### src/logic/raster_host_pkg.sv
// Constants shared by the raster timing host controller and its helpers.
// Assumes one 25 MHz clock domain and a synchronous active-high reset.
package raster_host_pkg;
	// -----------------------------------------------------------------
	// Widths
	// -----------------------------------------------------------------
	localparam int PW       = 12;            // Timing parameter width
	localparam int PTR_W    = 24;            // Top-of-screen pointer width
	localparam int SAM_W    = 9;             // Serial start address bits of the pointer
	localparam int AW       = 8;             // Software port address width
	localparam int N_PARAMS = 14;            // Parameters sent per load
	localparam int IDX_W    = 4;             // Device parameter index width
	localparam int N_ERR    = 8;             // Consistency checks

	// -----------------------------------------------------------------
	// Arithmetic constants
	// -----------------------------------------------------------------
	localparam int             SU_SHIFT  = 2;      // Four pixels per screen unit
	localparam logic [13:0]    SR_LEN    = 14'h0200; // Serial register length 512
	localparam logic [PW-1:0]  LEAD_MARGIN = 12'h001; // Extra unit, clocks unsynchronised
	localparam int             EQ_PARTS  = 3;      // Pre-eq, sync, post-eq

	// -----------------------------------------------------------------
	// Software register byte addresses
	// -----------------------------------------------------------------
	localparam logic [AW-1:0] R_HALFSYNC  = 8'h00;
	localparam logic [AW-1:0] R_BACKPORCH = 8'h04;
	localparam logic [AW-1:0] R_PIXELS    = 8'h08;
	localparam logic [AW-1:0] R_LINETIME  = 8'h0C;
	localparam logic [AW-1:0] R_SHORTDISP = 8'h10;
	localparam logic [AW-1:0] R_BROAD     = 8'h14;
	localparam logic [AW-1:0] R_VSYNC     = 8'h18;
	localparam logic [AW-1:0] R_BLANKTOT  = 8'h1C;
	localparam logic [AW-1:0] R_LINES     = 8'h20;
	localparam logic [AW-1:0] R_PRELOAD   = 8'h24;
	localparam logic [AW-1:0] R_LEAD      = 8'h28;
	localparam logic [AW-1:0] R_TOPPTR    = 8'h2C;
	localparam logic [AW-1:0] R_CTRL      = 8'h30;
	localparam logic [AW-1:0] R_STATUS    = 8'h34;

	// -----------------------------------------------------------------
	// Control and status fields
	// -----------------------------------------------------------------
	localparam int C_GO     = 0;             // Write 1: validate and load
	localparam int C_ASYNC  = 1;             // Host and video clocks unsynchronised
	localparam int C_EXTMUX = 2;             // External mux lengthens serial register
	localparam int C_LINEAR = 3;             // Byte-linear bitmap wanted
	localparam int S_BUSY   = 0;
	localparam int S_DONE   = 1;             // Sticky, cleared by a go write
	localparam int S_REFUSE = 2;             // Sticky, last go had errors
	localparam int S_ERR_LO = 8;             // Live check results from here

	// -----------------------------------------------------------------
	// Check result bits
	// -----------------------------------------------------------------
	localparam int E_ZERO     = 0;           // Some parameter is zero
	localparam int E_ODD_LINE = 1;           // Line period odd
	localparam int E_HALFLINE = 2;           // Half-line point misplaced
	localparam int E_ODD_FRM  = 3;           // Odd half lines per frame
	localparam int E_BLANK    = 4;           // Blank not whole lines or negative
	localparam int E_SR_LEN   = 5;           // Preload plus lead too long
	localparam int E_LEAD     = 6;           // Lead not below porch or short line
	localparam int E_SAM      = 7;           // Serial start too high

	// -----------------------------------------------------------------
	// Device parameter indices, also the send order
	// -----------------------------------------------------------------
	localparam logic [IDX_W-1:0] P_HALFSYNC  = 4'h0;
	localparam logic [IDX_W-1:0] P_BACKPORCH = 4'h1;
	localparam logic [IDX_W-1:0] P_DISPLAY   = 4'h2;
	localparam logic [IDX_W-1:0] P_LINETIME  = 4'h3;
	localparam logic [IDX_W-1:0] P_SHORTDISP = 4'h4;
	localparam logic [IDX_W-1:0] P_BROAD     = 4'h5;
	localparam logic [IDX_W-1:0] P_VSYNC     = 4'h6;
	localparam logic [IDX_W-1:0] P_BLANK     = 4'h7;
	localparam logic [IDX_W-1:0] P_ACTIVE    = 4'h8;
	localparam logic [IDX_W-1:0] P_PRELOAD   = 4'h9;
	localparam logic [IDX_W-1:0] P_LEAD      = 4'hA;
	localparam logic [IDX_W-1:0] P_PRE_EQ    = 4'hB;
	localparam logic [IDX_W-1:0] P_POST_EQ   = 4'hC;
	localparam logic [IDX_W-1:0] P_TOPPTR    = 4'hD;

	// Writer states
	typedef enum logic [2:0] {
		W_IDLE = 3'b001,
		W_SEND = 3'b010,
		W_DONE = 3'b100
	} wr_state_t;
endpackage

### src/logic/vtg_param_if.sv
// Derived timing parameters passed from the host top to its helpers.
// Assumes all three modules share one clock.
`timescale 1ns/1ps
interface vtg_param_if;
	import raster_host_pkg::*;
	logic [PW-1:0]    val [N_PARAMS-1]; // Parameters 0..12 in send order
	logic [PTR_W-1:0] top_ptr;          // Pointer, sent last
	logic [N_ERR-1:0] err;              // Check results

	modport src (output val, output top_ptr, input err);
	modport chk (input val, input top_ptr, output err);
	modport wr  (input val, input top_ptr);
endinterface

### src/logic/raster_host.sv
// Host controller that programs a raster video timing generator.
// Assumes the generator accepts one indexed parameter write per clock.
//
// How it works
// RL1: Line timing counts four-pixel screen units.
// RL2: Line period must be even.
// RL3: Sync pulse is two half-sync widths.
// RL4: Display length is pixels divided by four.
// RL5: Front porch implied by remaining line time.
// RL6: Half-line point within display, after porch.
// RL7: Short and broad used in flyback.
// RL8: Interlace odd lines give short lines.
// RL9: Serrated sync lows last broad length.
// RL10: Always program short and broad.
// RL11: Sync low broad, then high porch.
// RL12: Vertical counts half lines, active doubled.
// RL13: Frame holds even number of half lines.
// RL14: Equalisation intervals equal vertical sync.
// RL15: Blank is total minus three syncs.
// RL16: Preload plus lead within 512 bits; not checked when the external mux is selected.
// RL17: Smaller sum allowed for panning.
// RL18: Add one lead unit when unsynchronised.
// RL19: Lead below back porch and short.
// RL20: Pointer selects first line bitmap start.
// RL21: Byte-linear bitmap needs zero serial start.
// RL22: Serial start at most 512 minus lead.
//
// Decided for this implementation: strobed register access and the placing of the registers.
`timescale 1ns/1ps
module raster_host
	import raster_host_pkg::*;
(
	input  wire logic              core_clk_in,
	input  wire logic              rst_in,
	input  wire logic [AW-1:0]     addr_in,
	input  wire logic [31:0]       wdata_in,
	input  wire logic              wr_in,
	input  wire logic              rd_in,
	output logic      [31:0]       rdata_out,
	output logic      [IDX_W-1:0]  dev_addr_out,
	output logic      [PTR_W-1:0]  dev_data_out,
	output logic                   dev_wr_out
);
	// -----------------------------------------------------------------
	// Software registers
	// -----------------------------------------------------------------
	logic [PW-1:0]    halfsync_q;    // Half sync width
	logic [PW-1:0]    backporch_q;   // Back porch
	logic [PW-1:0]    pixels_q;      // Visible pixels per line
	logic [PW-1:0]    linetime_q;    // Line period
	logic [PW-1:0]    shortdisp_q;   // Short display length
	logic [PW-1:0]    broad_q;       // Broad pulse length
	logic [PW-1:0]    vsync_q;       // Vertical sync half lines
	logic [PW-1:0]    blanktot_q;    // Total blanked half lines
	logic [PW-1:0]    lines_q;       // Displayed lines
	logic [PW-1:0]    preload_q;     // Shift preload length
	logic [PW-1:0]    lead_q;        // Transfer lead length
	logic [PTR_W-1:0] topptr_q;      // Top-of-screen pointer
	logic             async_q;       // Clocks unsynchronised
	logic             extmux_q;      // External serial mux
	logic             linear_q;      // Byte-linear bitmap
	logic             done_q;        // Sticky load finished
	logic             refuse_q;      // Sticky go refused
	logic [31:0]      rdata_q;       // Read data

	// Helper wires
	logic             go;            // Go write seen
	logic             start;         // Go accepted
	logic             busy;          // Writer active
	logic             wr_done;       // Writer finished pulse
	logic [PW-1:0]    frame_blank_halflines;
	logic [PW-1:0]    frame_active_halflines;
	logic [PW-1:0]    transfer_lead_len;

	vtg_param_if p ();

	// -----------------------------------------------------------------
	// Register writes, ignored while a load is running
	// -----------------------------------------------------------------
	always_ff @(posedge core_clk_in) begin
		if (rst_in) begin
			halfsync_q  <= '0;
			backporch_q <= '0;
			pixels_q    <= '0;
			linetime_q  <= '0;
			shortdisp_q <= '0;
			broad_q     <= '0;
			vsync_q     <= '0;
			blanktot_q  <= '0;
			lines_q     <= '0;
			preload_q   <= '0;
			lead_q      <= '0;
			topptr_q    <= '0;
			async_q     <= 1'b0;
			extmux_q    <= 1'b0;
			linear_q    <= 1'b0;
		end else if (wr_in && !busy) begin
			case (addr_in)
				R_HALFSYNC:  halfsync_q  <= wdata_in[PW-1:0];
				R_BACKPORCH: backporch_q <= wdata_in[PW-1:0];
				R_PIXELS:    pixels_q    <= wdata_in[PW-1:0];
				R_LINETIME:  linetime_q  <= wdata_in[PW-1:0];
				R_SHORTDISP: shortdisp_q <= wdata_in[PW-1:0];
				R_BROAD:     broad_q     <= wdata_in[PW-1:0];
				R_VSYNC:     vsync_q     <= wdata_in[PW-1:0];
				R_BLANKTOT:  blanktot_q  <= wdata_in[PW-1:0];
				R_LINES:     lines_q     <= wdata_in[PW-1:0];
				R_PRELOAD:   preload_q   <= wdata_in[PW-1:0];
				R_LEAD:      lead_q      <= wdata_in[PW-1:0];
				R_TOPPTR:    topptr_q    <= wdata_in[PTR_W-1:0];
				R_CTRL: begin
					async_q  <= wdata_in[C_ASYNC];
					extmux_q <= wdata_in[C_EXTMUX];
					linear_q <= wdata_in[C_LINEAR];
				end
				default: begin
					// Unmapped or read-only, ignored
				end
			endcase
		end
	end

	// -----------------------------------------------------------------
	// Derived parameter set
	// -----------------------------------------------------------------
	assign go = wr_in && addr_in == R_CTRL && wdata_in[C_GO];
	assign start = go && !busy && p.err == '0;

	always_comb begin
		// RL15 blank from total less three syncs
		frame_blank_halflines  = blanktot_q - PW'(EQ_PARTS) * vsync_q;
		// RL12 active half lines doubled
		frame_active_halflines = {lines_q[PW-2:0], 1'b0};
		// RL18 margin for unsynchronised clocks
		transfer_lead_len      = async_q ? lead_q + LEAD_MARGIN : lead_q;
	end

	always_comb begin
		p.val[P_HALFSYNC]  = halfsync_q;
		p.val[P_BACKPORCH] = backporch_q;
		// RL4 pixels to screen units
		p.val[P_DISPLAY]   = pixels_q >> SU_SHIFT;
		p.val[P_LINETIME]  = linetime_q;
		p.val[P_SHORTDISP] = shortdisp_q;
		p.val[P_BROAD]     = broad_q;
		p.val[P_VSYNC]     = vsync_q;
		p.val[P_BLANK]     = frame_blank_halflines;
		p.val[P_ACTIVE]    = frame_active_halflines;
		p.val[P_PRELOAD]   = preload_q;
		p.val[P_LEAD]      = transfer_lead_len;
		// RL14 equalisation equals sync
		p.val[P_PRE_EQ]    = vsync_q;
		p.val[P_POST_EQ]   = vsync_q;
		// RL21 linear bitmap, zero serial start
		p.top_ptr = topptr_q;
		if (linear_q) begin
			p.top_ptr[SAM_W-1:0] = '0;
		end
	end

	// -----------------------------------------------------------------
	// Helpers
	// -----------------------------------------------------------------
	vtg_param_check u_check (
		.ext_mux_in (extmux_q),
		.p          (p.chk)
	);

	vtg_param_writer u_writer (
		.core_clk_in  (core_clk_in),
		.rst_in       (rst_in),
		.start_in     (start),
		.p            (p.wr),
		.dev_addr_out (dev_addr_out),
		.dev_data_out (dev_data_out),
		.dev_wr_out   (dev_wr_out),
		.busy_out     (busy),
		.done_out     (wr_done)
	);

	// -----------------------------------------------------------------
	// Sticky status, set wins over clear
	// -----------------------------------------------------------------
	always_ff @(posedge core_clk_in) begin
		if (rst_in) begin
			done_q <= 1'b0;
		end else if (wr_done) begin
			done_q <= 1'b1;
		end else if (go) begin
			done_q <= 1'b0;
		end
	end

	// Refusal flag follows each go outside a load
	always_ff @(posedge core_clk_in) begin
		if (rst_in) begin
			refuse_q <= 1'b0;
		end else if (go && !busy) begin
			refuse_q <= (p.err != '0);
		end
	end

	// -----------------------------------------------------------------
	// Read port, data one cycle after the strobe
	// -----------------------------------------------------------------
	always_ff @(posedge core_clk_in) begin
		if (rst_in) begin
			rdata_q <= '0;
		end else if (rd_in) begin
			case (addr_in)
				R_HALFSYNC:  rdata_q <= 32'(halfsync_q);
				R_BACKPORCH: rdata_q <= 32'(backporch_q);
				R_PIXELS:    rdata_q <= 32'(pixels_q);
				R_LINETIME:  rdata_q <= 32'(linetime_q);
				R_SHORTDISP: rdata_q <= 32'(shortdisp_q);
				R_BROAD:     rdata_q <= 32'(broad_q);
				R_VSYNC:     rdata_q <= 32'(vsync_q);
				R_BLANKTOT:  rdata_q <= 32'(blanktot_q);
				R_LINES:     rdata_q <= 32'(lines_q);
				R_PRELOAD:   rdata_q <= 32'(preload_q);
				R_LEAD:      rdata_q <= 32'(lead_q);
				R_TOPPTR:    rdata_q <= 32'(topptr_q);
				R_CTRL:      rdata_q <= 32'({linear_q, extmux_q, async_q, 1'b0});
				R_STATUS:    rdata_q <= 32'({p.err, 5'h00, refuse_q, done_q, busy});
				default:     rdata_q <= '0;
			endcase
		end else begin
			rdata_q <= '0;
		end
	end

	assign rdata_out = rdata_q;
endmodule

### src/logic/vtg_param_check.sv
// Combinational consistency checks on the derived timing parameters.
// Assumes the parameter set is held stable by the top while in use.
`timescale 1ns/1ps
module vtg_param_check
	import raster_host_pkg::*;
(
	input  wire logic       ext_mux_in,
	vtg_param_if.chk        p
);
	// -----------------------------------------------------------------
	// Wide working copies
	// -----------------------------------------------------------------
	logic [13:0] sync_bp;     // Twice half sync plus back porch
	logic [13:0] to_disp_end; // Sync, porch and display
	logic [13:0] half_line;   // Half the line period
	logic [13:0] frame_hl;    // Half lines per frame
	logic [13:0] sr_use;      // Preload plus lead
	logic [13:0] sam_start;   // Serial start address
	logic        any_zero;    // Some parameter zero

	// Sums for the checks
	always_comb begin
		sync_bp     = 14'({p.val[P_HALFSYNC], 1'b0}) + 14'(p.val[P_BACKPORCH]);
		to_disp_end = sync_bp + 14'(p.val[P_DISPLAY]);
		half_line   = 14'(p.val[P_LINETIME] >> 1);
		frame_hl    = 14'(p.val[P_ACTIVE]) + 14'(p.val[P_BLANK])
			+ 14'(EQ_PARTS) * 14'(p.val[P_VSYNC]);
		sr_use      = 14'(p.val[P_PRELOAD]) + 14'(p.val[P_LEAD]);
		sam_start   = 14'(p.top_ptr[SAM_W-1:0]);
		any_zero    = 1'b0;
		for (int i = 0; i < N_PARAMS - 1; i++) begin
			if (p.val[i] == '0) begin
				any_zero = 1'b1;
			end
		end
	end

	// -----------------------------------------------------------------
	// Check results
	// -----------------------------------------------------------------
	always_comb begin
		p.err = '0;
		p.err[E_ZERO] = any_zero;
		// RL2 even line period
		p.err[E_ODD_LINE] = p.val[P_LINETIME][0];
		// RL6 half-line inside display
		p.err[E_HALFLINE] = !(sync_bp < half_line && half_line < to_disp_end);
		// RL13 even half lines per frame
		p.err[E_ODD_FRM] = frame_hl[0];
		// RL15 blank whole lines, not negative
		p.err[E_BLANK] = p.val[P_BLANK][0] || p.val[P_BLANK][PW-1];
		// RL16 serial register length, RL17 shorter is a pan
		p.err[E_SR_LEN] = !ext_mux_in && (sr_use > SR_LEN);
		// RL19 lead below porch and short line
		p.err[E_LEAD] = !(p.val[P_LEAD] < p.val[P_BACKPORCH]
			&& p.val[P_LEAD] < p.val[P_SHORTDISP]);
		// RL22 serial start bound
		p.err[E_SAM] = sam_start > (SR_LEN - 14'(p.val[P_LEAD]));
	end
endmodule

### src/logic/vtg_param_writer.sv
// Sends the full parameter set to the timing generator, one per cycle.
// Assumes the device takes one parameter write per clock without waiting.
`timescale 1ns/1ps
module vtg_param_writer
	import raster_host_pkg::*;
(
	input  wire logic              core_clk_in,
	input  wire logic              rst_in,
	input  wire logic              start_in,   // Accepted load request
	vtg_param_if.wr                p,
	output logic [IDX_W-1:0]       dev_addr_out,
	output logic [PTR_W-1:0]       dev_data_out,
	output logic                   dev_wr_out,
	output logic                   busy_out,
	output logic                   done_out     // One-cycle pulse
);
	wr_state_t        state_q;   // Sequencer state
	logic [IDX_W-1:0] idx_q;     // Next index to send

	// -----------------------------------------------------------------
	// Sequencer
	// -----------------------------------------------------------------
	always_ff @(posedge core_clk_in) begin
		if (rst_in) begin
			state_q <= W_IDLE;
		end else begin
			case (state_q)
				W_IDLE: begin
					if (start_in) begin
						state_q <= W_SEND;
					end
				end
				W_SEND: begin
					if (idx_q == P_TOPPTR) begin
						state_q <= W_DONE;
					end
				end
				W_DONE: begin
					state_q <= W_IDLE;
				end
				default: begin
					state_q <= W_IDLE;
				end
			endcase
		end
	end

	// Index walks through every parameter
	always_ff @(posedge core_clk_in) begin
		if (rst_in || state_q != W_SEND) begin
			idx_q <= P_HALFSYNC;
		end else begin
			idx_q <= idx_q + 4'h1;
		end
	end

	// -----------------------------------------------------------------
	// Device write port, registered
	// -----------------------------------------------------------------
	// RL10 always send short and broad
	always_ff @(posedge core_clk_in) begin
		if (rst_in) begin
			dev_wr_out   <= 1'b0;
			dev_addr_out <= '0;
			dev_data_out <= '0;
		end else begin
			dev_wr_out   <= (state_q == W_SEND);
			dev_addr_out <= idx_q;
			if (idx_q == P_TOPPTR) begin
				dev_data_out <= p.top_ptr;
			end else begin
				dev_data_out <= PTR_W'(p.val[idx_q]);
			end
		end
	end

	assign busy_out = (state_q != W_IDLE);
	assign done_out = (state_q == W_DONE);
endmodule

### config.mk
export PLATFORM = sky130hd
export DESIGN_NAME = raster_host
export DESIGN_NICKNAME = d
export VERILOG_FILES = /design/src/logic/raster_host_pkg.sv /design/src/logic/vtg_param_if.sv /design/src/logic/raster_host.sv /design/src/logic/vtg_param_check.sv /design/src/logic/vtg_param_writer.sv
export SDC_FILE = /design/constraint.sdc
export NUM_CORES = 1
export LEC_CHECK = 0
export ABC_AREA = 0
export BUFFER_PORTS_ARGS = -buffer_cell sky130_fd_sc_hd__buf_2
export CAP_MARGIN = 30
export CORE_MARGIN = 5
export CORE_UTILIZATION = 40
export CTS_CLUSTER_DIAMETER = 30
export DETAILED_ROUTE_END_ITERATION = 16
export PLACE_DENSITY_LB_ADDON = 0.3
export SLEW_MARGIN = 20
export SYNTH_ARGS = -nofsm -noshare
export SYNTH_HDL_FRONTEND = slang
export SYNTH_HIERARCHICAL = 1
export SYNTH_SLANG_ARGS = --single-unit
### constraint.sdc
create_clock -name core_clk_in -period 8.7 [get_ports core_clk_in]
set_input_delay 0.87 -clock core_clk_in [delete_from_list [all_inputs] [get_ports core_clk_in]]
set_output_delay 0.87 -clock core_clk_in [all_outputs]
set_load 0.05 [all_outputs]
=== Word level (Yosys, flattened, before mapping) ===
Index checks and enable logic that the tools add are counted.

* Bits in registers: 229
* Input port bits: 44
* Output and inout bits: 61
* Logic and storage cells: 134

* $add $sub $neg: 9
* Multipliers: 2
* $lt $le $gt $ge: 7
* Eq/ne operators: 21
* Mux-type cells: 23
* Bitwise gates (word level): 3
* Reductions and logical operators: 45

{| class="wikitable"
|+ Operators by type and width
! cell !! number
|-
| one-hot mux 24 bit (14 select lines) || 1
|-
| zero test 12 bit || 11
|-
| binary-select mux 12 bit (select 4 bit) || 1
|-
| == test 8 x 6 -> 1 bit (second input constant) || 6
|-
| 2-to-1 mux 12 bit || 4
|-
| == test 8 x 5 -> 1 bit (second input constant) || 4
|-
| AND reduction 2 bit || 14
|-
| less-than comparator 12 bit || 2
|-
| == test 8 x 4 -> 1 bit (second input constant) || 2
|-
| zero test 8 bit || 2
|-
| adder 13 x 12 -> 14 bit || 1
|-
| adder 14 x 10 -> 14 bit || 1
|-
| greater-than comparator 14 x 10 -> 1 bit (second input constant) || 1
|-
| greater-than comparator 9 x 14 -> 1 bit || 1
|-
| less-than comparator 11 x 14 -> 1 bit || 1
|-
| less-than comparator 14 x 11 -> 1 bit || 1
|-
| adder 12 x 12 -> 13 bit || 1
|-
| 2-to-1 mux 1 bit || 13
|-
| subtractor 10 x 12 -> 13 bit (first input constant) || 1
|-
| adder 12 x 1 -> 12 bit (second input constant) || 1
|-
| multiplier 2 x 12 -> 1 bit (first input constant) || 1
|-
| multiplier 2 x 12 -> 12 bit (first input constant) || 1
|-
| subtractor 12 bit || 1
|-
| 2-to-1 mux 9 bit || 1
|-
| 22 further kinds || 37
|}

=== Depth between registers and ports, before layout ===
Gate-level depths: netlist of run 1.

* Depth after elaboration: 16
* Mapped depth: 26
* Gate-level depth less buffers: 26

=== By module ===
The synthesis of run 1 kept the hierarchy.

{| class="wikitable"
|+ By module, submodules not included
! module !! instances !! cells each !! area each (sq um) !! sequential area each (sq um)
|-
| raster_host || 1 || 1083 || 9111.2 || 3703.6
|-
| vtg_param_check || 1 || 439 || 3220.6 || 0.0
|-
| vtg_param_writer || 1 || 214 || 2422.3 || 720.7
|}

=== Least setup slack after synthesis of run 1 ===
No wires, ideal clock.

* Kind: flip-flop to flip-flop
* Start: register backporch_q[1]
* End: register u_writer.state_q[1]
* Setup time: 130 ps
* Arrival time: 4496 ps
* Required time: 8570 ps
* Setup slack: 4074 ps
* Cell stages (with the launch flop): 26
* Path buffers: 0
* Period minus slack after synthesis: 4626 ps
* Path through: dfxtp_1 -> ha_1 -> inv_1 -> fa_1 -> nor2b_1 -> o21ai_0 -> a21boi_0 -> ha_1 -> o21a_1 -> o21ai_0 -> o21bai_1 -> a21o_1 -> a21oi_1 -> xor2_1 -> ha_1 -> o21ai_0 -> a311oi_1 -> o311ai_0 -> nand3_1 -> or3b_1 -> nand3_1 -> nor4_1 -> and3_1 -> and3b_1 -> a21oi_1 -> nor3_1

* Elaborated cells on any way between the ends: 24
* Classes of those cells: add/sub: 2; order compare: 3; eq/ne: 1; mux: 10; reduce/logical: 8

{| class="wikitable"
|+ RTL lines
! item !! RTL line !! source
|-
| start: declaration || raster_host.sv:48 || <nowiki>logic [PW-1:0] backporch_q;</nowiki>
|-
| start signal: assignment || raster_host.sv:100 || <nowiki>R_BACKPORCH: backporch_q <= wdata_in[PW-1:0];</nowiki>
|-
| adder 13 x 12 -> 14 bit (*) || vtg_param_check.sv:23 || <nowiki>sync_bp = 14'({p.val[P_HALFSYNC], 1'b0}) + 14'(p.val[P_BACKPORCH]);</nowiki>
|-
| adder 14 x 10 -> 14 bit || vtg_param_check.sv:24 || <nowiki>to_disp_end = sync_bp + 14'(p.val[P_DISPLAY]);</nowiki>
|-
| less-than comparator 11 x 14 -> 1 bit || vtg_param_check.sv:47 || <nowiki>p.err[E_HALFLINE] = !(sync_bp < half_line && half_line < to_disp_end);</nowiki>
|-
| logical AND 1 bit (*) || vtg_param_check.sv:47 ||
|-
| zero test 1 bit (*) || vtg_param_check.sv:47 ||
|-
| via p.err[2] || vtg_param_if.sv:8 || <nowiki>logic [N_ERR-1:0] err;</nowiki>
|-
| zero test 8 bit (*) || raster_host.sv:127 || <nowiki>assign start = go && !busy && p.err == '0;</nowiki>
|-
| logical AND 1 bit (*) || raster_host.sv:127 ||
|-
| via start || raster_host.sv:68 || <nowiki>logic start;</nowiki>
|-
| inequality test 2 bit (no line) (*) || - ||
|-
| AND reduction 2 bit (no line) (*) || - ||
|-
| end signal: assignment || vtg_param_writer.sv:25 || <nowiki>state_q <= W_IDLE;</nowiki>
|-
| end signal: assignment || vtg_param_writer.sv:30 || <nowiki>state_q <= W_SEND;</nowiki>
|-
| end signal: assignment || vtg_param_writer.sv:35 || <nowiki>state_q <= W_DONE;</nowiki>
|-
| end: declaration || vtg_param_writer.sv:17 || <nowiki>wr_state_t state_q;</nowiki>
|}

The timed path passes the listed nets; every way through them passes the cells marked *.
A chain may end at the register's enable or synchronous reset.

=== Final worst setup path of run 1 ===
Same ends and word-level chain as after synthesis.

==> results.md, run 1 <==
Status:
- The flow ran to the end, and the final reports show no timing, DRC or antenna violations.

Die:
- For this configuration, the core starts out at a cell density of 40.4%.
- The horizontal die dimension is 202 um.
- The top-level I/O count is 105.
- The initialized floorplan defines 70 standard-cell rows.
- The height of the die is 202 um.
- In this run the standard cell core region covers 36500 um^2.
- The die outline area is 40800 um^2.

Timing:
- The setup clock skew after layout is 27.1 ps.
- The count of endpoints failing hold in the final timing report is 0.
- The smallest clock period supported by the final layout is computed as 5690 ps.
- The remaining max-slew budget at the tightest pin is 30.7%.
- The measured slew at the worst slew-check pin is 1030 ps.
- Setup repair after global routing left no endpoint under its margin.
- After routing, the total negative slack on setup checks comes to 0 ps.
- The final critical path takes up 65.4% of the cycle.
- Setup violations remaining at the end of the flow were counted as 0.
- The number of max-slew violations in the final report is 0.
- The peak clock frequency supported by timing is 176 MHz.

Setup path:
- The data required time of the worst path is 9120 ps.
- Counting buffers and inverters, the worst setup path is 24 cells deep.
- Traced cell by cell, the critical path runs through ha_1, inv_1, fa_1, xnor2_1, ha_1, o21a_1, o31a_1, nor4_1, o21bai_1, a21o_1, a21oi_1, xor2_1, ha_1, o21ai_0, a311oi_1, o311ai_0, nand3_1, or3b_1, nand3_1, nor4_1, and3_1, and3b_1, a21oi_1, nor3_1.
- The setup slack of the worst register-to-register path is 3010 ps.
- The worst setup path is captured at a register.
- The startpoint identified for the worst register-to-register timing path is backporch_q[1].
- Among cell families on the critical path, the largest total delay comes from compound AO/OA/AOI/OAI gates.
- Of all nets on the critical path, the largest fanout is 6.
- The buffer and inverter count on the worst path is 1.
- The depth of the worst register-to-register path is 24.
- The terminus of the critical flop-to-flop path is u_writer/state_q[1].
- The signal arrival time at the worst endpoint is 6100 ps.
- The worst setup path is of the register to register kind.
- The cell that appears most often on the critical path is ha_1.
- The startpoint of the worst setup timing path is backporch_q[1].
- The launching element type of the critical path is a register.
- On the critical path, the stage with the largest delay is an instance of dfxtp_1.
- The largest stage delay on the critical path is 520 ps.
- The end point of the critical path is u_writer/state_q[1].

Place:
- The count of input and output buffers is 88.
- In this run, placement finished with an instance count of 2211.
- The HPWL after detailed placement is 40600 um.
- The routability congestion estimate from global placement is 1.00.

Finish:
- The net count of the finished layout is 1965.
- The count of placed standard cells in the final layout, fillers left out is 2315.
- Cells with a size suffix above 1 make up 15.6% of the layout.
- The area growth from synthesis to layout is 18.4%.

Detailed routing:
- The first-iteration detailed-routing DRC count is 2023.
- The detailed-route via count is 14300.
- In the routed design, unresolved DRC markers number 0.
- The first detailed-routing pass took 6 iterations.
- The final antenna-violating net count is 0.
- After detailed routing, the total wire length is 56800 um.
- The final routed wire length divided by cell count is 24.6 um.
- The vias per cell is 6.17.

CTS:
- The TritonCTS clock tree is yes.
- CTS built an H-tree with a depth of 2.
- The worst-skew pair later-pin latency is 570 ps.
- After clock tree synthesis, the flow added hold-fix buffers numbering 0.
- Once the clock tree was built, the setup fixing pass inserted 0 buffers.
- The maximum root-to-sink buffer count is 3.
- The clock transition at the registers of the reported paths is 50 ps.
- In this run the clock root is driven by a clkbuf_16.
- The post-cts gate resize count is 0.
- The number of buffers created by CTS is 53.
- The count of clock tree sinks is 221.

Yosys:
- The number of synthesized flops with an enable pin is 0.
- Synthesis produced a netlist whose cell count is 1736.
- The fraction of registers with async set/reset is 0%.
- A synthesized cell averages 8.50 um^2.
- During synthesis, Yosys emitted a total of 6 warnings.
- For this run, the leading register cell type out of synthesis is dfxtp_1.
- The total standard cell area after synthesis is 14800 um^2.
- Counting flops and latches in the post-synthesis netlist gives 221.
- The post-synthesis cell type count is 90.
- The sequential area share after synthesis is 30.0%.

Power and ir drop:
- The maximum ir drop on the vdd rail is 0.282 mV.
- The design draws 0.00334 W.
- For this design the ratio of total power to cell area is 191 nW/um^2.
- The leakage power summed over all cells is 7.14 nW.

Global route:
- The initial antenna violation count is 6.
- Entering global routing, the biggest net connects 94 pins.
- The global-route usage over all layers is 26.8%.
- The number of global-route vias before repair is 13700.
- The total overflow left after global routing is 0.
- The global-route wire length before repair is 85000 um.

Hold path:
- The min-delay analysis places its worst path in the category register to register.
- The cell count of the worst hold path is 2.

Flow run:
- Max-cap violations in this run came to 0.
-- area by class of cell --
type / instances / area [um^2]
diodes: 4 / 10.0
clock buffers: 69 / 1520
clock inverters: 28 / 484
fillers: 3448 / 19100
inverters: 74 / 278
multi-input cells: 1339 / 9490
flip-flops and latches: 221 / 4430
well taps: 468 / 586
repair buffers: 112 / 673
-- layer usage --
layer	up-vias	GRT usage, %	part of all wire (%)
li1	6384	-	-
met1	6804	34.9	40
met2	870	41.1	43
met3	230	7.09	11
met4	6	14.0	5.9
met5	-	0	0.063
-- worst min-delay path, cell delays in order (launching register included) --
cell and delay [ps]:
dfxtp_1 310, nand2_1 50, a21oi_1 50
-- per-stage QoR --
stage	setup WS [ps]	utilization (%)	instance area [um^2]	hold slack (ps)
after global routing	2580	47.8	17500	484
after CTS	3140	47.7	17400	460
after detailed placement	3180	42.2	15400	453
after floorplan	4070	-	14800	430
final	3010	47.8	17500	457
after global placement	3320	42.0	15300	446
-- how the worst min path moves through the flow --
stage	from	end
after detailed placement	topptr_q[16]	topptr_q[16]
after global routing	topptr_q[16]	rdata_out[16]
after global placement	lines_q[11]	lines_q[11]
final	topptr_q[16]	topptr_q[16]
after CTS	topptr_q[16]	topptr_q[16]
after floorplan	u_writer/state_q[2]	u_writer/state_q[1]
-- power by group --
group	total, W	switching, W	internal, W
Sequential	0.00102	0.00000191	0.00102
Combinational	0.000123	0.0000937	0.0000293
Clock	0.00220	0.000625	0.00158
-- cell usage in the layout (no fill, tap or decap), types with 32 or more instances in the layout --
| cell | synthesis | layout |
|---|---|---|
| mux4_2 | 34 | 34 |
| nand2_1 | 214 | 214 |
| dfxtp_1 | 221 | 219 |
| nor4_1 | 50 | 50 |
| mux2i_1 | 81 | 81 |
| buf_2 | 30 | 87 |
| a21oi_1 | 168 | 168 |
| o21ai_0 | 47 | 47 |
| ha_1 | 107 | 107 |
| inv_1 | 74 | 74 |
| nand3_1 | 96 | 96 |
| xnor2_1 | 32 | 32 |
| clkbuf_16 | 0 | 55 |
| nor2_1 | 120 | 120 |
-- cells in the mapped netlist (all sizes together), types with 3 or more instances --
| master | number | area [um^2] |
|---|---|---|
| a31oi | 16 | 100 |
| or3 | 4 | 26.3 |
| a22oi | 28 | 210 |
| o211ai | 4 | 30.0 |
| a222oi | 3 | 30.0 |
| a211oi | 21 | 173 |
| dfxtp | 221 | 4420 |
| nand3 | 96 | 480 |
| ha | 107 | 1340 |
| a221oi | 3 | 32.5 |
| nand3b | 6 | 45.0 |
| or4 | 4 | 33.8 |
| a21oi | 170 | 858 |
| and3 | 14 | 87.6 |
| o32ai | 3 | 26.3 |
| buf | 59 | 404 |
| xnor2 | 32 | 280 |
| o311ai | 3 | 26.3 |
| o221ai | 4 | 35.0 |
| nand2b | 11 | 68.8 |
| and2 | 29 | 181 |
| o21a | 13 | 97.6 |
| nor4 | 51 | 334 |
| nor3b | 4 | 30.0 |
| nor2b | 25 | 156 |
| mux2 | 17 | 191 |
| nand2 | 214 | 803 |
| xor2 | 20 | 175 |
| or3b | 3 | 26.3 |
| o21ai | 48 | 240 |
| inv | 74 | 278 |
| mux2i | 81 | 811 |
| nor2 | 124 | 480 |
| clkbuf | 60 | 226 |
| fa | 13 | 260 |
| or2 | 7 | 43.8 |
| nand4 | 13 | 81.3 |
| a22o | 5 | 43.8 |
| a21o | 17 | 128 |
| o21bai | 6 | 45.0 |
| nor3 | 22 | 126 |
| o31ai | 3 | 22.5 |
| nor4b | 4 | 71.3 |
| mux4 | 38 | 871 |
-- cell families after synthesis --
logic type	count (synthesis)	share of synthesized area, %
compound gates	373	15.8
xor+xnor	52	3.09
fa+ha+maj	120	10.8
buf+inv	193	6.16
flops	221	30.0
mux	136	12.7
other cells	1	0.0254
simple gates	640	21.5
No activity file was read; power rests on OpenSTA's default activity.
==> inputs of run 2 (changes only) <==
- ABC_AREA: 0 -> 1
- clock period: 8.7 -> 5.1 ns (I/O delays scaled with it)
==> run 2 against run 1 <==
  * Non-clock buffer count decreased by 6
  * Die area increased by 7.3%
  * Sequential share of layout area down 1.0 points
  * Worst setup slack worse by 2800 ps
  * Clock skew down 7.2 ps
  * Power up 56%
  * Wire length increased by 6.4%
  * Combinational power increased by 87%
  * Core utilization fell by 1.8 points
==> results.md, run 2 <==
Finish:
- The share of cells above drive strength 1 is 10.8% (-4.8 points).
- The top cell types in the final layout, fill and taps aside, are nand2_1, nor2_1, inv_1, dfxtp_1, nand3_1.
- The most frequent standard cell in the layout excluding fill and tap cells is nand2_1.
- The area overhead of the layout relative to synthesis is 14.4%.
- The number of nets in the layout was 2707 (+38%).
- The share of the core filled with cells in the final layout is 46.0% (-1.8 points).

Yosys:
- The number of instances in the synthesized netlist is 2489 (+43%).
- The most repeated cell in the gate-level netlist after synthesis is nand2_1.
- By area the synthesized netlist is led by dfxtp_1, nand2_1, ha_1.
- The total standard cell area after synthesis is 15900 um^2 (+7.7%).
- The number of synthesized flops with an enable pin is 0 (unchanged).
- Of all cell types, the one taking the most synthesized area is dfxtp_1.
- The fraction of synthesized cell area taken by the top area cell type was 27.8% (-2.1 points).
- The post-synthesis cell type count was 50 (-44%).
- The total of flip-flops plus latches after synthesis is 221 (unchanged).
- The count of yosys warnings during synthesis is 6 (unchanged).
- Among all flip-flop cells after synthesis, the most frequent one is dfxtp_1.
- The sequential area share after synthesis was 27.8% (-2.1 points).
- The fraction of registers with async set/reset was 0% (unchanged).
- The commonest cells after synthesis are nand2_1, nor2_1, inv_1.
- The post-synthesis area per instance is 6.38 um^2 (-25%).

Timing:
- The portion of the clock cycle consumed by the worst path in the final layout is 94.9% (+30 points).
- The remaining max-slew budget at the tightest pin is 39.0% (+8.3 points).
- The final-layout setup total negative slack was 0 ps (unchanged).
- The peak clock frequency supported by timing was 207 MHz (+17%).
- The post-route minimum period came to 4840 ps (-846 ps).
- The count of endpoints failing hold in the final timing report is 0 (unchanged).
- The setup clock skew after layout is 19.9 ps (-7.21 ps).
- The final worst hold slack came to 220 ps (-237 ps).
- The final worst setup slack came to 261 ps (-2750 ps).
- The measured slew at the worst slew-check pin was 913 ps (-119 ps).
- The number of setup violations in the final report is 0 (unchanged).
- The number of max-slew violations in the final report is 0 (unchanged).
- Setup repair after global routing left no endpoint under its margin.

Global route:
- The initial antenna violation count was 3 (-3).
- The global-route wire length before repair is 91500 um (+7.6%).
- The number of global-route vias before repair is 15600 (+14%).
- The aggregate global routing overflow is 0 (unchanged).
- The global-route usage over all layers is 26.5% (-0.38 points).
- The maximum number of pins on one net before global-route repair is 73 (-22%).

Setup path:
- The largest stage delay on the critical path is 420 ps (-100 ps).
- The launching element type of the critical path is a register.
- The buffer and inverter count on the worst path came to 2 (+1).
- Grouping stages by cell kind, the critical path spends the most delay in simple AND/OR/NAND/NOR gates.
- The data required time of the worst path is 5580 ps (-3540 ps).
- The critical path in this run is classified as register to register.
- The largest fanout of any net on the critical path is 5 (-1).
- The signal arrival time at the worst endpoint is 5320 ps (-780 ps).
- The endpoint kind of the worst setup timing path is a register.
- The most numerous cell on the critical path is nand2_1.
- The terminus of the critical flop-to-flop path is u_writer/state_q[1].
- The critical path goes through ha_1, inv_1, fa_1, o31ai_1, xor2_1, ha_1, a21oi_1, a21boi_2, o21ai_1, xnor2_1, ha_1, inv_1, nor3_1, nor3_1, nand2_1, nand2_1, nand2_1, nand4_1, nand2_1, nor4_1, nand2_1, nor3_1, nor2_1, nor3_1.
- The setup slack of the worst register-to-register path came to 260 ps (-2750 ps).
- The depth of the worst register-to-register path was 24 (unchanged).
- The cell type of the slowest stage on the worst timing path is fa_1.
- The beginning of the worst register-to-register path is halfsync_q[0].

Place:
- The half-perimeter wire length after placement is 43700 um (+7.6%).
- The routability congestion estimate from global placement came to 0.958 (-4.2%).
- The setup slack at placement was 355 ps (-2830 ps).
- The count of input and output buffers is 88 (unchanged).

Power and ir drop:
- The share of power burned in combinational logic came to 4.4% (+0.7 points).
- The net load switching power is 0.00130 W (+80%).
- The sequential group share of total power is 33.3% (+2.8 points).
- The power per cell area is 287 nW/um^2 (+50%).
- The total power draw came to 0.00521 W (+56%).
- The relative contribution of the clock network to total power was 62.3% (-3.6 points).
- The leakage power summed over all cells came to 8.45 nW (+18%).
- The maximum ir drop on the vdd rail is 0.208 mV (-26%).
- The share of total power consumed by net switching is 24.9% (+3.3 points).
- The design internal power came to 0.00392 W (+49%).

CTS:
- The number of buffers created by CTS is 50 (-5.7%).
- The root buffer cell is clkbuf_16.
- The number of setup buffers added after CTS is 0 (unchanged).
- The number of hold-repair buffers added at the cts stage is 0 (unchanged).
- The H-tree level count is 2 (unchanged).
- The post-cts gate resize count is 0 (unchanged).
- The clock transition at the registers of the reported paths is 50 ps (about the same).
- The count of clock tree sinks is 221 (unchanged).
- The maximum root-to-sink buffer count is 3 (unchanged).
- TritonCTS built the clock tree.
- The worst-skew pair later-pin latency is 570 ps (about the same).

Die:
- The die outline area was 43800 um^2 (+7.3%).
- The placement row count is 73 (+4.3%).
- The initial cell density of the core is 40.2% (-0.22 points).
- The height of the die is 209 um (+3.6%).
- The area of the core is 39500 um^2 (+8.3%).
- The top-level I/O count is 105 (unchanged).
- The horizontal die dimension is 209 um (+3.6%).

Flow run:
- The number of violations of the max-capacitance limit is 0 (unchanged).

Detailed routing:
- The remaining design rule violation count came to 0 (unchanged).
- The final routed wire length divided by cell count is 19.5 um (-21%).
- The final antenna-violating net count came to 0 (unchanged).
- The detailed-route wire length is 60500 um (+6.4%).
- The detailed-route via count is 16800 (+17%).
- The vias per cell is 5.40 (-13%).
- The number of iterations in the first detailed-routing pass was 6 (unchanged).
- The first-iteration detailed-routing DRC count was 1939 (-4.2%).

Hold path:
- In this run the worst hold path is classified as primary input to register.
- The worst hold path terminates at topptr_q[13].
- The cell count of the worst hold path is 3 (+1).
- The start point of the worst hold path is wdata_in[13].

Status:
- The run finished with clean final reports.
run 2: changes by cell type in the layout (fill, tap and decap cells not counted), sizes merged, moves of 29 or more:
cell,previous run,this run
inv,79,302
nand3,96,212
and2,29,0
nand2,214,679
mux2i,81,0
o21ai,48,154
nor2,124,373
nor4,51,20
mux4,38,0
run 2: power by group through the flow:
stage	clock network, W	logic [W]	registers, W
2_1_floorplan	0	0.000143	0.00177
4_1_cts	0.00327	0.000222	0.00174
6_report	0.00325	0.000230	0.00174
5_1_grt	0.00338	0.000247	0.00174
3_3_place_gp	0	0.000218	0.00177
3_5_place_dp	0	0.000221	0.00177
run 2: kinds of logic (layout without fill, tap and decap cells):
| family | after synthesis | after routing | synth area share [%] |
|---|---|---|---|
| other cells | 1 | 19 | 0.0236 |
| simple gates | 1343 | 1343 | 36.4 |
| flops | 221 | 221 | 27.8 |
| buf+inv | 416 | 492 | 11.6 |
| fa+ha+maj | 120 | 120 | 10.1 |
| xor+xnor | 53 | 53 | 2.92 |
| compound gates | 335 | 335 | 11.2 |
run 2: stage by stage:
stage	instances	instance area [um^2]
2_1_floorplan	2506	16000
3_3_place_gp	3013	16400
3_5_place_dp	3015	16500
4_1_cts	3106	18200
5_1_grt	3108	18200
6_report	3108	18200
run 2: worst register-to-register path: stages, from the launching register on:
cell      delay, ps
dfxtp_1         400
ha_1            220
inv_1            70
fa_1            420
o31ai_1         300
xor2_1          250
ha_1            320
a21oi_1         190
a21boi_2        230
o21ai_1         120
xnor2_1         180
ha_1            260
inv_1            70
nor3_1           50
nor3_1          170
nand2_1         100
nand2_1          60
nand2_1          50
nand4_1          80
nand2_1         170
nor4_1          320
nand2_1         200
nor3_1          220
nor2_1          100
nor3_1          200
run 2: layout make-up:
type	instances	area (um^2)
Multi-Input combinational cell	1869	9690
Fill cell	4085	21400
Sequential cell	221	4430
Clock inverter	34	403
Inverter	295	1110
Antenna cell	1	2.50
Tap cell	525	657
Clock buffer	57	1320
Timing Repair Buffer	106	576
run 2: how the worst max path moves through the flow:
stage                         startpoint                  end  slack, ps  cells past startpoint
after floorplan           backporch_q[1]  u_writer/state_q[2]       1160                     24
after global placement     halfsync_q[0]  u_writer/state_q[2]        440                     24
after detailed placement   halfsync_q[0]  u_writer/state_q[1]        350                     24
after CTS                  halfsync_q[0]  u_writer/state_q[1]        340                     24
after global routing       halfsync_q[0]  u_writer/state_q[2]          5                     24
final                      halfsync_q[0]  u_writer/state_q[1]        260                     24
run 2: layer usage:
| layer | routed length (um) | part of all wire (%) | GRT usage (%) | up-vias |
|---|---|---|---|---|
| li1 | - | - | - | 8041 |
| met1 | 24700 | 41 | 35.3 | 7635 |
| met2 | 26400 | 44 | 41.3 | 896 |
| met3 | 5980 | 9.9 | 5.55 | 212 |
| met4 | 3400 | 5.6 | 12.0 | 0 |
| met5 | 0 | 0 | 0 | - |
==> inputs of run 3 (changes only) <==
- ABC_AREA: 1 -> not set
==> run 3 against run 2 <==
  * Register-to-register slack worse by 40 ps
  * Via count down 14%
  * Wire length down 4.3%
  * Cell area down 2.7%
  * Maximum frequency down 0.74%
  * Sequential share of layout area up 0.69 points
  * Critical path depth up 1
  * Cell count down 24%
  * Worst setup slack worse by 36 ps
  * Core utilization up 2.4 points
  * Clock skew up 12 ps
  * Sequential power about the same
==> results.md, run 3 (same netlist as run 1, synthesis figures left out) <==
Global route:
- The initial antenna violation count came to 2 (-1).
- The aggregate global routing overflow came to 0 (unchanged).
- The number of global-route vias before repair is 13700 (-12%).
- The maximum number of pins on one net before global-route repair is 66 (-9.6%).
- The global-route wire length before repair came to 85800 um (-6.2%).
- The global-route usage over all layers is 27.3% (+0.82 points).

Timing:
- The peak clock frequency supported by timing is 205 MHz (-0.74%).
- The setup clock skew after layout is 31.8 ps (+11.9 ps).
- The measured slew at the worst slew-check pin was 1100 ps (+183 ps).
- The number of setup violations in the final report is 0 (unchanged).
- The post-route minimum period is 4880 ps (+36.0 ps).
- The final worst hold slack is 165 ps (-55.0 ps).
- The count of endpoints failing hold in the final timing report is 0 (unchanged).
- The final-layout setup total negative slack is 0 ps (unchanged).
- The portion of the clock cycle consumed by the worst path in the final layout is 95.6% (+0.71 points).
- Setup repair after global routing left no endpoint under its margin.
- The remaining max-slew budget at the tightest pin is 26.4% (-13 points).
- The number of max-slew violations in the final report is 0 (unchanged).

Power and ir drop:
- The leakage power summed over all cells came to 7.31 nW (-13%).
- The total power draw is 0.00550 W (+5.4%).
- The maximum ir drop on the vdd rail is 0.283 mV (+36%).
- The power per cell area is 311 nW/um^2 (+8.4%).

CTS:
- TritonCTS built the clock tree.
- The number of buffers created by CTS is 54 (+8.0%).
- The number of setup buffers added after CTS is 0 (unchanged).
- The worst-skew pair later-pin latency is 580 ps (about the same).
- The count of clock tree sinks came to 221 (unchanged).
- The maximum root-to-sink buffer count was 3 (unchanged).
- The root buffer cell chosen for the clock tree is clkbuf_16.
- The H-tree level count came to 2 (unchanged).
- The clock transition at the registers of the reported paths came to 50 ps (about the same).

Detailed routing:
- The remaining design rule violation count was 0 (unchanged).
- The vias per cell is 6.10 (+13%).
- The detailed-route via count was 14400 (-14%).
- The first-iteration detailed-routing DRC count was 1707 (-12%).
- The detailed-route wire length came to 57900 um (-4.3%).
- The final antenna-violating net count is 0 (unchanged).
- The final routed wire length divided by cell count was 24.6 um (+26%).
- The number of iterations in the first detailed-routing pass is 6 (unchanged).

Finish:
- The top cell types in the final layout, fill and taps aside, are dfxtp_1, nand2_1, a21oi_1, nor2_1, ha_1.
- Leaving out fill and tap cells, the most frequent cell in the layout is dfxtp_1.
- The number of nets in the layout is 2009 (-26%).
- The share of the core filled with cells in the final layout is 48.4% (+2.4 points).
- From synthesis to final layout, the design area changed by 19.9%.
- The share of cells above drive strength 1 was 18.2% (+7.4 points).
- The total non-filler cell area in the finished layout is 17700 um^2 (-2.7%).
- The antenna diode count is 0 (-1).

Setup path:
- The endpoint kind of the worst setup timing path is a register.
- The most numerous cell on the critical path is ha_1.
- The largest stage delay on the critical path is 400 ps (-20 ps).
- The worst setup path is of the register to register kind.
- The worst setup path is launched from a register.
- The cell class contributing the biggest share of worst-path delay is compound AO/OA/AOI/OAI gates.
- The signal arrival time at the worst endpoint is 5300 ps (-20 ps).
- The setup slack of the worst register-to-register path is 220 ps (-40 ps).
- The buffer and inverter count on the worst path came to 2 (unchanged).
- The data required time of the worst path is 5530 ps (-50 ps).
- The slowest stage of the critical path belongs to the cell fa_1.
- The largest fanout of any net on the critical path is 3 (-2).

Flow run:
- The number of violations of the max-capacitance limit is 0 (unchanged).

Die:
- The area of the core is 36500 um^2 (-7.7%).
- The horizontal die dimension is 202 um (-3.5%).
- The die outline area is 40800 um^2 (-6.8%).
- The placement row count came to 70 (-4.1%).
- The initial cell density of the core is 40.4% (+0.22 points).
- The height of the die is 202 um (-3.5%).
- The top-level I/O count is 105 (unchanged).

Hold path:
- The min-delay analysis places its worst path in the category primary input to register.

Place:
- The cell area reported after detailed placement is 15700 um^2 (-4.4%).
- The count of input and output buffers is 88 (unchanged).
- The half-perimeter wire length after placement is 42500 um (-2.8%).
- The routability congestion estimate from global placement is 1.00 (+4.6%).

Status:
- The flow ran to the end, and the final reports show no timing, DRC or antenna violations.
[run 3: changes by cell type in the layout (fill, tap and decap cells not counted), sizes merged, moves of 38 or more]
cell   before  now
nand3     212   96
mux4        0   38
nor2      373  124
buf       106  155
mux2i       0   81
nand2     679  214
inv       302   78
o21ai     154   48
[run 3: worst reg2reg max path, cell delays in order, from the launching register on]
cell	delay, ps
dfxtp_1	330
ha_1	180
inv_1	60
fa_1	400
buf_4	160
xnor2_2	130
ha_1	300
o21a_1	190
o31a_1	130
nor4_2	170
o21bai_1	130
a21o_1	180
a21oi_1	160
xor2_1	90
ha_1	280
o21ai_0	110
a311oi_2	290
o311ai_1	150
nand3_1	130
or3b_1	370
nand3_2	140
nor4_2	70
and3_1	210
and3b_1	170
a21oi_1	130
nor3_1	70
[run 3: path summary, 6_finish.rpt]
kind                 start             endpoint  cells after the start
max          halfsync_q[0]  u_writer/state_q[1]                     25
max reg2reg  halfsync_q[0]  u_writer/state_q[1]                     25
min           wdata_in[22]         topptr_q[22]                      3
min reg2reg    pixels_q[1]          pixels_q[1]                      2
[run 3: routing by layer]
metal	track usage (%)	wire length [um]
met4	15.1	3830
met2	41.6	24900
met5	0	13
met3	7.80	6460
met1	34.8	22700
[run 3: power breakdown]
part	internal [W]	total [W]	switching, W
sequential	0.00173	0.00174	0.00000272
clock	0.00243	0.00355	0.00111
combinational	0.0000506	0.000216	0.000166
total	0.00422	0.00550	0.00128
[run 3: per-stage QoR]
step,worst slack (ps),instances
2_1_floorplan,474,1753
3_3_place_gp,114,2254
3_5_place_dp,-30.3,2257
4_1_cts,21.0,2358
5_1_grt,20.4,2358
6_report,225,2358
[run 3: what timing repair did]
item                       in CTS  in global routing
gates resized for setup         1                  8
hold buffers                    0                  0
setup endpoints to repair       1                  3
pin swaps                       0                  1
[run 3: area by class of cell]
cell class | count | area, um^2
Inverter | 74 | 278
Clock buffer | 63 | 1450
Multi-Input combinational cell | 1339 | 9530
Timing Repair Buffer | 155 | 957
Fill cell | 3457 | 18800
Clock inverter | 38 | 467
Sequential cell | 221 | 4430
Tap cell | 468 | 586
